**config.mk**
```make
export PLATFORM = sky130hd
export DESIGN_NAME = disk_ctrl_result_status
export DESIGN_NICKNAME = d
export VERILOG_FILES = /design/src/core/dcr_pkg.sv /design/src/core/dcr_recal_if.sv /design/src/core/dcr_recal_watch.sv /design/src/core/disk_ctrl_result_status.sv
export SDC_FILE = /design/constraint.sdc
export NUM_CORES = 1
export LEC_CHECK = 0
export ABC_CLOCK_PERIOD_IN_PS = 1760
export BUFFER_PORTS_ARGS = -buffer_cell sky130_fd_sc_hd__buf_2
export CAP_MARGIN = 20
export CORE_UTILIZATION = 48
export DETAILED_ROUTE_END_ITERATION = 10
export GPL_ROUTABILITY_DRIVEN = 0
export PLACE_DENSITY = 0.75
export SYNTH_ARGS = -nofsm -noshare
export SYNTH_HDL_FRONTEND = slang
export SYNTH_SLANG_ARGS = --single-unit
export TNS_END_PERCENT = 5
```
**constraint.sdc**
```tcl
create_clock -name ref_clk -period 1.76 [get_ports ref_clk]
set_clock_uncertainty 0.15 [all_clocks]
set_input_delay 0.264 -clock ref_clk [delete_from_list [all_inputs] [get_ports ref_clk]]
set_output_delay 0.264 -clock ref_clk [all_outputs]
set_load 0.005 [all_outputs]
```
**src/core/dcr_pkg.sv**
```systemverilog
// ============================================================
// Shared constants and types for the result status block
package dcr_pkg;

    // ============================================================
    // Byte geometry
    localparam int ST_WIDTH        = 8;           // Width of each result byte
    localparam logic [7:0] STATUS_RESET = 8'h00;  // Value of both bytes after reset

    // ============================================================
    // Result byte A field positions
    localparam int ST0_CODE_HI = 7;  // Termination code, upper bit
    localparam int ST0_CODE_LO = 6;  // Termination code, lower bit
    localparam int ST0_SEEK    = 5;  // Seek finished
    localparam int ST0_EQUIP   = 4;  // Drive fault or failed recalibrate
    localparam int ST0_NREADY  = 3;  // Drive not ready at issue
    localparam int ST0_HEAD    = 2;  // Head at interrupt
    localparam int ST0_UNIT_HI = 1;  // Drive number, upper bit
    localparam int ST0_UNIT_LO = 0;  // Drive number, lower bit

    // ============================================================
    // Result byte B field positions
    localparam int ST1_END_CYL = 7;  // Access past the last sector
    localparam int ST1_RSVD_HI = 6;  // Always zero
    localparam int ST1_CRC     = 5;  // CRC failure, ID or data field
    localparam int ST1_OVERRUN = 4;  // Host too slow
    localparam int ST1_RSVD_LO = 3;  // Always zero
    localparam int ST1_NODATA  = 2;  // Sector not found
    localparam int ST1_NOWRITE = 1;  // Write protected
    localparam int ST1_IDMARK  = 0;  // ID address mark missing

    // ============================================================
    // Termination codes
    localparam logic [1:0] TERM_NORMAL  = 2'h0;  // Completed properly
    localparam logic [1:0] TERM_FAILED  = 2'h1;  // Started, not completed
    localparam logic [1:0] TERM_INVALID = 2'h2;  // Never started
    localparam logic [1:0] TERM_RDY_CHG = 2'h3;  // Ready line moved

    // ============================================================
    // Counts and selects
    localparam int RECAL_STEP_LIMIT = 77;    // Steps before giving up on track zero
    localparam logic RES_SEL_A      = 1'b0;  // Read result byte A
    localparam logic RES_SEL_B      = 1'b1;  // Read result byte B

    // ============================================================
    // Command kinds
    typedef enum logic [3:0] {
        CMD_READ_DATA  = 4'h0,
        CMD_READ_DEL   = 4'h1,
        CMD_WRITE_DATA = 4'h2,
        CMD_WRITE_DEL  = 4'h3,
        CMD_READ_CYL   = 4'h4,
        CMD_READ_ID    = 4'h5,
        CMD_FORMAT     = 4'h6,
        CMD_SCAN       = 4'h7,
        CMD_RECAL      = 4'h8,
        CMD_SEEK       = 4'h9,
        CMD_SENSE_INT  = 4'hA,
        CMD_SPECIFY    = 4'hB,
        CMD_SENSE_DRV  = 4'hC
    } dcr_cmd_t;

    // Block phases
    typedef enum logic [1:0] {
        PH_IDLE   = 2'b00,
        PH_EXEC   = 2'b01,
        PH_RESULT = 2'b10
    } dcr_phase_t;

    // ============================================================
    // Command classes
    // Commands that move data to or from the medium
    function automatic logic is_rw(input dcr_cmd_t k);
        is_rw = (k <= CMD_SCAN);
    endfunction

    // Commands that write the medium
    function automatic logic is_write(input dcr_cmd_t k);
        is_write = (k == CMD_WRITE_DATA) || (k == CMD_WRITE_DEL) || (k == CMD_FORMAT);
    endfunction

endpackage

```
**src/core/dcr_recal_if.sv**
```systemverilog
`timescale 1ns/1ps
// ============================================================
// Link between the status core and the recalibrate watcher
interface dcr_recal_if;
    logic active;  // Recalibrate in execution
    logic step;    // One step pulse issued
    logic track0;  // Track zero seen from drive
    logic fail;    // Step limit reached without track zero

    modport ctrl  (output active, output step, output track0, input fail);
    modport watch (input active, input step, input track0, output fail);
endinterface

```
**src/core/dcr_recal_watch.sv**
```systemverilog
`timescale 1ns/1ps
// ============================================================
// Counts recalibrate steps and flags a missing track zero
module dcr_recal_watch
    import dcr_pkg::*;
#(
    parameter int STEP_LIMIT = RECAL_STEP_LIMIT,  // Steps allowed
    parameter int CNT_W      = 7                  // Counter width
) (
    // Clock and reset
    input wire logic     ref_clk,
    input wire logic     rst,
    // Link to status core
    dcr_recal_if.watch   rc
);

    // Refuse limits the counter cannot hold
    if (STEP_LIMIT < 1 || STEP_LIMIT >= (1 << CNT_W)) begin : g_bad_limit
        $error("STEP_LIMIT does not fit the counter");
    end

    localparam logic [CNT_W-1:0] LIMIT = CNT_W'(STEP_LIMIT);  // Limit at counter width

    logic [CNT_W-1:0] cnt_q;  // Steps issued so far
    logic [CNT_W-1:0] cnt_d;  // Next count
    logic             at_limit;

    // Count only while recalibrating, saturate at the limit
    assign at_limit = (cnt_q == LIMIT);
    assign cnt_d    = !rc.active ? '0 :
                      (rc.step && !at_limit) ? cnt_q + 1'b1 : cnt_q;
    // Limit reached and track zero still absent
    assign rc.fail  = rc.active && at_limit && !rc.track0;

    // Step counter
    always_ff @(posedge ref_clk or posedge rst) begin
        if (rst) begin
            cnt_q <= '0;
        end else begin
            cnt_q <= cnt_d;
        end
    end
endmodule

```
**src/core/disk_ctrl_result_status.sv**
```systemverilog
`timescale 1ns/1ps
// ============================================================
module disk_ctrl_result_status
    import dcr_pkg::*;
(
    // Clock and reset
    input  wire logic             ref_clk,
    input  wire logic             rst,
    // Command issue
    input  wire logic             cmd_start,
    input  wire dcr_cmd_t         cmd_kind,
    input  wire logic             cmd_invalid,
    input  wire logic             cmd_head,
    input  wire logic [1:0]       cmd_unit,
    // Drive status lines
    input  wire logic             drv_ready,
    input  wire logic             drv_fault,
    input  wire logic             drv_track0,
    input  wire logic             drv_two_side,
    input  wire logic             drv_wprot,
    input  wire logic             drv_step,
    // Execution events
    input  wire logic             ev_done,
    input  wire logic             ev_seek_done,
    input  wire logic             ev_end_cyl,
    input  wire logic             ev_crc_id,
    input  wire logic             ev_crc_data,
    input  wire logic             ev_overrun,
    input  wire logic             ev_sector_miss,
    input  wire logic             ev_id_bad,
    input  wire logic             ev_start_miss,
    input  wire logic             ev_id_mark_miss,
    input  wire logic             ev_data_mark_miss,
    // Result read port
    input  wire logic             res_rd,
    input  wire logic             res_sel,
    output logic [ST_WIDTH-1:0]   res_data,
    output logic                  result_phase,
    output logic                  data_mark_missing
);

    // ============================================================
    // State and captured command
    dcr_phase_t  phase_q;       // Current phase
    dcr_phase_t  phase_d;       // Next phase
    dcr_cmd_t    kind_q;        // Command in progress
    logic        head_q;        // Head of the command
    logic [1:0]  unit_q;        // Drive unit of the command
    logic        rdy_ref_q;     // Ready level at issue

    // Sticky flags
    logic        seek_q;
    logic        equip_q;
    logic        nready_q;
    logic        endcyl_q;
    logic        crc_q;
    logic        ovr_q;
    logic        nodata_q;
    logic        nowrite_q;
    logic        idmark_q;
    logic        dmark_q;
    logic [1:0]  code_q;        // Termination code
    logic [1:0]  code_d;
    logic [ST_WIDTH-1:0] res_data_q;  // Last byte read

    // ============================================================
    // Decode of phase and command
    logic        exec;          // Execution in progress
    logic        start_ok;      // New command taken
    logic        issue_nr;      // Read/write on unready drive or missing side
    logic        rdy_change;    // Ready moved during execution
    logic        recal_fail;    // Recalibrate gave up
    logic        finish;        // Execution ends this cycle
    logic        is_locate;     // Commands that look for a given sector

    assign exec       = (phase_q == PH_EXEC);
    assign start_ok   = cmd_start && !exec;  // Ignored while executing
    assign issue_nr   = start_ok && !cmd_invalid && is_rw(cmd_kind) &&
                        (!drv_ready || (cmd_head && !drv_two_side));
    assign rdy_change = exec && (drv_ready != rdy_ref_q);
    assign finish     = exec && (ev_done || rdy_change || recal_fail);
    assign is_locate  = (kind_q == CMD_READ_DATA) || (kind_q == CMD_WRITE_DEL) ||
                        (kind_q == CMD_SCAN);

    // ============================================================
    // Recalibrate watcher
    dcr_recal_if rc ();

    assign rc.active = exec && (kind_q == CMD_RECAL);
    assign rc.step   = drv_step;
    assign rc.track0 = drv_track0;
    assign recal_fail = rc.fail;

    dcr_recal_watch #(
        .STEP_LIMIT (RECAL_STEP_LIMIT),
        .CNT_W      (7)
    ) u_recal (
        .ref_clk (ref_clk),
        .rst     (rst),
        .rc      (rc)
    );

    // ============================================================
    // Flag set terms, active only during execution
    logic set_seek;
    logic set_equip;
    logic set_endcyl;
    logic set_crc;
    logic set_ovr;
    logic set_nodata;
    logic set_nowrite;
    logic set_idmark;
    logic set_dmark;

    assign set_seek    = exec && ev_seek_done && (kind_q == CMD_SEEK);
    assign set_equip   = exec && (drv_fault || recal_fail);
    assign set_endcyl  = exec && ev_end_cyl;
    assign set_crc     = exec && (ev_crc_id || ev_crc_data);
    assign set_ovr     = exec && ev_overrun;
    assign set_nodata  = exec && ((ev_sector_miss && is_locate) ||
                         (ev_id_bad && (kind_q == CMD_READ_ID)) ||
                         (ev_start_miss && (kind_q == CMD_READ_CYL)));
    assign set_nowrite = exec && drv_wprot && is_write(kind_q);
    assign set_idmark  = exec && ev_id_mark_miss;
    assign set_dmark   = exec && (ev_id_mark_miss || ev_data_mark_miss);

    // Set wins over the clear of a new command
    function automatic logic upd(input logic q, input logic set, input logic clr);
        upd = set || (q && !clr);
    endfunction

    // Any error flag that will stand after this cycle
    logic err_next;
    assign err_next = upd(equip_q, set_equip, 1'b0) || nready_q ||
                      upd(endcyl_q, set_endcyl, 1'b0) || upd(crc_q, set_crc, 1'b0) ||
                      upd(ovr_q, set_ovr, 1'b0) || upd(nodata_q, set_nodata, 1'b0) ||
                      upd(nowrite_q, set_nowrite, 1'b0) ||
                      upd(idmark_q, set_idmark, 1'b0) || upd(dmark_q, set_dmark, 1'b0);

    // ============================================================
    // Termination code and phase selection
    always_comb begin
        code_d  = code_q;
        phase_d = phase_q;
        case (phase_q)
            // Waiting for a command
            PH_IDLE, PH_RESULT: begin
                if (start_ok && cmd_invalid) begin
                    code_d  = TERM_INVALID;
                    phase_d = PH_RESULT;
                end else if (issue_nr) begin
                    code_d  = TERM_FAILED;
                    phase_d = PH_RESULT;
                end else if (start_ok) begin
                    code_d  = TERM_NORMAL;
                    phase_d = PH_EXEC;
                end
            end
            // Executing until done, ready change or recal failure
            PH_EXEC: begin
                if (finish) begin
                    phase_d = PH_RESULT;
                    if (rdy_change) begin
                        code_d = TERM_RDY_CHG;
                    end else if (err_next) begin
                        code_d = TERM_FAILED;
                    end else begin
                        code_d = TERM_NORMAL;
                    end
                end
            end
            // Unused code returns to idle
            default: begin
                phase_d = PH_IDLE;
            end
        endcase
    end

    // ============================================================
    // Result bytes assembled from flags
    logic [ST_WIDTH-1:0] st_a;
    logic [ST_WIDTH-1:0] st_b;

    always_comb begin
        st_a              = STATUS_RESET;
        st_a[ST0_CODE_HI] = code_q[1];
        st_a[ST0_CODE_LO] = code_q[0];
        st_a[ST0_SEEK]    = seek_q;
        st_a[ST0_EQUIP]   = equip_q;
        st_a[ST0_NREADY]  = nready_q;
        st_a[ST0_HEAD]    = head_q;
        st_a[ST0_UNIT_HI] = unit_q[1];
        st_a[ST0_UNIT_LO] = unit_q[0];
    end

    always_comb begin
        st_b              = STATUS_RESET;
        st_b[ST1_END_CYL] = endcyl_q;
        st_b[ST1_CRC]     = crc_q;
        st_b[ST1_OVERRUN] = ovr_q;
        st_b[ST1_NODATA]  = nodata_q;
        st_b[ST1_NOWRITE] = nowrite_q;
        st_b[ST1_IDMARK]  = idmark_q;
    end

    // ============================================================
    // Phase and captured command
    always_ff @(posedge ref_clk or posedge rst) begin
        if (rst) begin
            phase_q   <= PH_IDLE;
            kind_q    <= CMD_SENSE_INT;
            head_q    <= 1'b0;
            unit_q    <= 2'h0;
            rdy_ref_q <= 1'b0;
            code_q    <= TERM_NORMAL;
        end else begin
            phase_q <= phase_d;
            code_q  <= code_d;
            // Capture head, unit and ready level at issue
            if (start_ok) begin
                kind_q    <= cmd_kind;
                head_q    <= cmd_head;
                unit_q    <= cmd_unit;
                rdy_ref_q <= drv_ready;
            end
        end
    end

    // Sticky flags, cleared by a new command
    always_ff @(posedge ref_clk or posedge rst) begin
        if (rst) begin
            {seek_q, equip_q, nready_q, endcyl_q, crc_q} <= 5'h00;
            {ovr_q, nodata_q, nowrite_q, idmark_q, dmark_q} <= 5'h00;
        end else begin
            seek_q    <= upd(seek_q, set_seek, start_ok);
            equip_q   <= upd(equip_q, set_equip, start_ok);
            nready_q  <= upd(nready_q, issue_nr, start_ok);
            endcyl_q  <= upd(endcyl_q, set_endcyl, start_ok);
            crc_q     <= upd(crc_q, set_crc, start_ok);
            ovr_q     <= upd(ovr_q, set_ovr, start_ok);
            nodata_q  <= upd(nodata_q, set_nodata, start_ok);
            nowrite_q <= upd(nowrite_q, set_nowrite, start_ok);
            idmark_q  <= upd(idmark_q, set_idmark, start_ok);
            dmark_q   <= upd(dmark_q, set_dmark, start_ok);
        end
    end

    // Read port register
    always_ff @(posedge ref_clk or posedge rst) begin
        if (rst) begin
            res_data_q <= STATUS_RESET;
        end else if (res_rd) begin
            res_data_q <= (res_sel == RES_SEL_B) ? st_b : st_a;
        end
    end

    // ============================================================
    // Outputs
    assign res_data          = res_data_q;
    assign result_phase      = (phase_q == PH_RESULT);
    assign data_mark_missing = dmark_q;
endmodule

```
==> results by group, run 1 <==
GRT
  • Grt met2 use: roughly 36%
  • Global-route wire length before repair: between 6000 and 7000 um
  • M1 GR Usage: 28.1%
  • Vias in the first global route: roughly 1.5k
  • Gr ovfl total: 0
  • Met3 Usage GRT: under 10%
  • Gr usage total: a little under a quarter
  • Initial antenna violation count: 0
  • Global route hottest layer: met2
  • Largest net degree at the start of global routing: 38

Placement
  • Placement-stage cell area: ~2200 um^2
  • Detailed Place HPWL: between 2000 and 3000 um
  • Dpl ws: -0.0903 ns
  • Port buffer count: 39

Power
  • Pwr/cell area: 832 nW/um^2
  • Worst vdd ir: roughly 580 uV
  • P_leak: between 1 and 1.5 nW
  • Post-layout power: around 1.9 mW

Floorplan
  • Die area: 3980 um^2
  • Initial Utilization: roughly half
  • I/O pin count: 40
  • Site row count: 21
  • Die X: around 63 um
  • Core Region: between 3000 and 4000 um^2
  • Die Y: between 60 and 70 um

Route
  • Vias: between 1.5k and 2k
  • DR vias/cell: 5.02
  • Avg WL per Cell: 13.2 um
  • Post-route ant nets: 0
  • First-pass DRT Iterations: 4
  • Overall routed net length: between 4000 and 5000 um
  • Initial DRC Count: 86
  • DRC viols: 0

Synth
  • Syn avg cell area: just over 9 um^2
  • Ys Warns: 0
  • Synth top cells by count: 39 x nand2_1, 35 x dfrtp_1, 33 x nor2_1
  • Post-synth top area share: about half
  • Ys flop type: dfrtp_1
  • Mapped cell area: around 1800 um^2
  • Post-synth top area cell: dfrtp_1
  • Syn Inst Count: between 150 and 200
  • Area contributors post-synth: dfrtp_1 49%, nand2_1 8.2%, nor2_1 6.9%
  • Count of cell types in the netlist: 38
  • Synth Register Bits: 37
  • Register area share after synthesis: 51.8%
  • Syn nets: 224
  • Count leader, synth: nand2_1
  • Ys async rst share: 100%
  • Number of synthesized flops with an enable pin: 0

CTS
  • H-tree Lvls: 2
  • Clock Path Buffers: 2
  • Clock sink count: 37
  • Num CTS Buffers: 5
  • Worst-path clk slew: 0.07 ns
  • Clock root cell: clkbuf_8
  • CTS tree: built
  • Clock Latency Late Sink: around 0.29 ns

STA
  • Slew Limit Fails: 0
  • Slew @ Worst Pin: approximately 0.63 ns
  • Final hold violation count: 0
  • Final Cycle Share: 104%
  • Max frequency: around 550 MHz
  • PnR worst setup slack: -0.0735 ns
  • RSZ-0062 raised after global routing: true
  • Final Setup Violations: 2
  • Slew HR: around three fifths
  • Post-layout min period: between 1.5 and 2 ns

Final layout
  • Util after Layout: 67.6%
  • Post-route cell area: 2340 um^2
  • Diode count: 0
  • Fillers: between 200 and 300
  • # nets final: around 290
  • Syn-to-layout area delta: 30.8%
  • Share of post-route cells with drive strength above 1: around a third

Critical path
  • Setup slack, reg-to-reg: -0.07 ns
  • Critical path arrival: roughly 1.9 ns
  • Crit path launch type: register
  • Worst Path Required: 1.79 ns
  • Critical path capture point type: register
  • Critical path class: register to register
  • Worst-path maximum fanout: 3

Hold path
  • Min-Delay Path Class: input pin to register

Run status
  • Outcome: complete, but fails checks
  • Failing checks: setup timing

Run
  • Maxcap violations: 0
flip-flops by register name, indices dropped and copies added (netlist names):
signal	cells
res_data	8
u_recal.cnt_q	7
kind_q	4
code_q	2
phase_q	2
unit_q	2
crc_q	1
data_mark_missing	1
endcyl_q	1
equip_q	1
head_q	1
idmark_q	1
nodata_q	1
nowrite_q	1
nready_q	1
ovr_q	1
rdy_ref_q	1
seek_q	1
logic make-up (layout without fill, tap and decap cells):
kind of cell / count (synthesis) / after routing / share of synthesized area, %
AOI/OAI and AO/OA: 27 / 27 / 9.14
xor gates and xnor gates: 7 / 7 / 3.42
adders and majority gates: 2 / 2 / 1.40
buffers and inverters: 12 / 78 / 2.58
DFF: 37 / 37 / 51.8
muxes: 8 / 8 / 4.61
and+or+nand+nor: 99 / 99 / 27.1
power by group:
part | switching [mW] | internal [mW]
clock | 0.301 | 0.274
sequential | 0.0582 | 0.938
combinational | 0.192 | 0.187
critical path, cell delays in order, from the launching register on:
cell and delay [ns]:
dfrtp_1 0.39, inv_2 0.07, ha_4 0.14, nand4bb_4 0.13, nor4_4 0.27, nor3_2 0.10, a21oi_1 0.15, mux2_1 0.33
routing by layer:
layer	part of all wire, %	vias to the layer above	wire length, um
li1	-	774	-
met1	48	699	1950
met2	44	44	1780
met3	4.9	9	199
met4	2.3	0	94
met5	0	-	0
cell type report:
| cell class | instances | area (um^2) | area share (%) |
|---|---|---|---|
| Sequential cell | 37 | 928 | 39.6 |
| Multi-Input combinational cell | 143 | 866 | 36.9 |
| Timing Repair Buffer | 64 | 388 | 16.5 |
| Clock buffer | 6 | 72.6 | 3.09 |
| Tap cell | 46 | 57.6 | 2.45 |
| Inverter | 6 | 22.5 | 0.961 |
| Clock inverter | 2 | 10.0 | 0.427 |
through the flow:
step	cells	setup TNS, ns	hold WS, ns
global placement	294	-0.0577	0.243
floorplan	192	-0.0554	0.197
global route	304	-0.476	0.0146
CTS	304	-0.168	0.000591
finish	304	-0.0807	0.00425
detailed placement	294	-0.383	0.245
final timing paths:
kind	from	endpoint	depth (start not counted)
max	u_recal.cnt_q[1]	code_q[1]	7
min	cmd_kind[2]	kind_q[2]	3
max reg2reg	u_recal.cnt_q[1]	code_q[1]	7
min reg2reg	unit_q[0]	unit_q[0]	2
max in group asynchronous	rst	kind_q[3]	4
min in group asynchronous	rst	head_q	4
layout by cell type, fill, tap and decap left out, types with 3 or more instances in the layout:
cell and n:
nand2b_1 3, o21ai_0 3, mux2i_1 6, xor2_1 5, a21oi_1 14, buf_4 23
inv_1 5, nand2_1 39, clkbuf_8 5, dfrtp_1 35, nand3_1 4, nor3_1 4
buf_2 39, nor2_1 32
timing repair:
item / in CTS / in global routing
resized for setup: 5 / 4
endpoints found under the setup margin: 19 / 10
hold buffers: 2 / 0
setup buffers: 0 / 0
hold endpoints to repair: 36 / 0
pin swaps: 2 / 4
No activity file was read; power rests on OpenSTA's default activity.
==> run 2, diff against run 1 <==
Settings changed: PLACE_DENSITY 0.75 to unset, PLACE_DENSITY_LB_ADDON set to 0.15.
==> results by group, run 2 (synthesized netlist as in run 1, its figures left out) <==
Run status
  • Outcome: complete, but fails checks
  • Failing checks: setup timing

GRT
  • Vias in the first global route: 1585 (+2.8%)
  • Largest net degree at the start of global routing: 38 (unchanged)
  • Global route hottest layer: met2
  • Global-route wire length before repair: 7060 um (+4.6%)
  • Grt met2 use: 37.4% (+1.7 points)
  • M1 GR Usage: 30.8% (+2.7 points)
  • Gr usage total: 23.4% (+0.49 points)
  • Gr ovfl total: 0 (unchanged)
  • Initial antenna violation count: 0 (unchanged)
  • Met3 Usage GRT: 4.71% (-3.1 points)

Power
  • Pwr/cell area: 852 nW/um^2 (+2.5%)
  • P_leak: 1.13 nW (-1.9%)
  • Worst vdd ir: 467 uV (-20%)

Hold path
  • Hold endpoint: kind_q[2]
  • Min-Delay Path Class: input pin to register
  • Hold Crit Start: cmd_kind[2]
  • WHS Path Cells: 3 (unchanged)

CTS
  • CTS tree: built
  • Clock root cell: clkbuf_8
  • Num CTS Buffers: 5 (unchanged)
  • Clock Path Buffers: 2 (unchanged)
  • H-tree Lvls: 2 (unchanged)
  • Clock Latency Late Sink: 0.29 ns (about the same)
  • Clock sink count: 37 (unchanged)
  • Worst-path clk slew: 0.07 ns (about the same)

Route
  • DRC viols: 0 (unchanged)
  • Vias: 1540 (+0.92%)
  • Initial DRC Count: 94 (+9.3%)
  • First-pass DRT Iterations: 4 (unchanged)
  • Post-route ant nets: 0 (unchanged)
  • Avg WL per Cell: 13.3 um (+0.21%)
  • Overall routed net length: 3960 um (-1.4%)
  • DR vias/cell: 5.15 (+2.6%)

Critical path
  • Crit path launch type: register
  • Critical Path Source: u_recal.cnt_q[1]
  • Critical path capture point type: register
  • Setup slack, reg-to-reg: -0.04 ns (+0.03 ns)
  • Reg2Reg Capture Point: code_q[1]
  • Worst-path maximum fanout: 3 (unchanged)
  • Slowest Stage Delay on Critical Path: 0.40 ns (about the same)
  • Critical path arrival: 1.83 ns (-0.03 ns)
  • Worst Path Required: 1.79 ns (about the same)
  • Worst path cell trace: inv_2 -> ha_4 -> nand4bb_4 -> nor4_4 -> nor3_2 -> a21oi_2 -> mux2_1
  • R2R depth: 7 (unchanged)
  • Critical path class: register to register
  • Slowest stage cell, crit path: dfrtp_1
  • RR Startpoint: u_recal.cnt_q[1]

Placement
  • Placed insts: 290 (-1.4%)
  • Port buffer count: 39 (unchanged)
  • Placement-stage cell area: 2160 um^2 (-1.4%)
  • Detailed Place HPWL: 2960 um (+2.4%)

STA
  • Final Cycle Share: 102% (-1.9 points)
  • Max frequency: 555 MHz (+1.8%)
  • TNS Setup: -0.0792 ns (+0.00152 ns)
  • Slew Limit Fails: 0 (unchanged)
  • Slew @ Worst Pin: 0.464 ns (-0.163 ns)
  • RSZ-0062 raised after global routing: true
  • Slew HR: 69.1% (+11 points)
  • PnR worst setup slack: -0.0409 ns (+0.0326 ns)
  • Final hold violation count: 0 (unchanged)
  • Post-layout min period: 1.80 ns (-0.0326 ns)
  • Final Setup Violations: 3 (+1)

Final layout
  • Diode count: 0 (unchanged)
  • Commonest non-fill, non-tap cell in the layout: buf_2
  • Share of post-route cells with drive strength above 1: 31.6% (-1.3 points)
  • Syn-to-layout area delta: 28.7%
  • Most used cells in the layout excluding fill and tap cells: 39 x buf_2, 38 x nand2_1, 34 x dfrtp_1
  • Layout Cells excl Fill: 299 (-1.6%)
  • Max reg flops: 8 (unchanged)
  • Util after Layout: 66.5% (-1.1 points)
  • # nets final: 285 (-1.4%)
  • Post-route cell area: 2310 um^2 (-1.6%)

Run
  • Maxcap violations: 0 (unchanged)

Floorplan
  • I/O pin count: 40 (unchanged)
  • Die Y: 63.1 um (unchanged)
  • Die X: 63.1 um (unchanged)
  • Site row count: 21 (unchanged)
  • Initial Utilization: 51.7% (unchanged)
  • Die area: 3980 um^2 (unchanged)
  • Core Region: 3470 um^2 (unchanged)
==> run 2: critical path, delay by kind of cell (launching register included) <==
kind | cells | cell delay (ns)
adder cells (fa/ha/maj) | 1 | 0.13
multiplexers | 1 | 0.32
AND/OR/NAND/NOR | 3 | 0.50
AO/OA/AOI/OAI | 1 | 0.12
flip-flops | 1 | 0.40
buffers and inverters | 1 | 0.07
==> run 2: area by class of cell <==
| type | count | area (um^2) |
|---|---|---|
| clock buffer | 7 | 86.3 |
| tap | 46 | 57.6 |
| sequential | 37 | 930 |
| inverter | 6 | 22.5 |
| fill | 303 | 1160 |
| multi-input combinational | 143 | 856 |
| timing repair buffer | 60 | 355 |
==> run 2: how the worst max path moves through the flow <==
stage,cells past startpoint,endpoint
4_1_cts,7,code_q[1]
2_1_floorplan,7,code_q[1]
3_5_place_dp,7,code_q[1]
6_report,7,code_q[1]
5_1_grt,6,phase_q[1]
3_3_place_gp,7,code_q[1]
==> run 2: timing repair <==
action / in CTS / in global routing
endpoints found under the setup margin: 6 / 8
hold buffers: 1 / 0
setup buffers: 1 / 0
pin swaps: 4 / 2
gates resized for setup: 5 / 4
endpoints found under the hold margin: 35 / 0
==> run 2: layer usage <==
layer / vias up / wire length (um)
li1: 766 / -
met1: 720 / 1830
met2: 46 / 1840
met3: 8 / 228
met4: 0 / 69
met5: - / 0
==> run 2: metrics by stage <==
step	setup WS [ns]	hold slack, ns	total power, mW
after floorplan	-0.0444	0.197	1.22
after global placement	-0.0414	0.239	1.36
after detailed placement	-0.130	0.243	1.38
after CTS	-0.124	0.00793	1.97
after global routing	-0.109	0.0128	2.07
final	-0.0409	0.0112	1.97
==> run 2: where the power goes <==
part	switching (mW)	total (mW)	internal [mW]
clock	0.290	0.600	0.311
sequential	0.0588	0.997	0.939
combinational	0.188	0.369	0.181
total	0.536	1.97	1.43
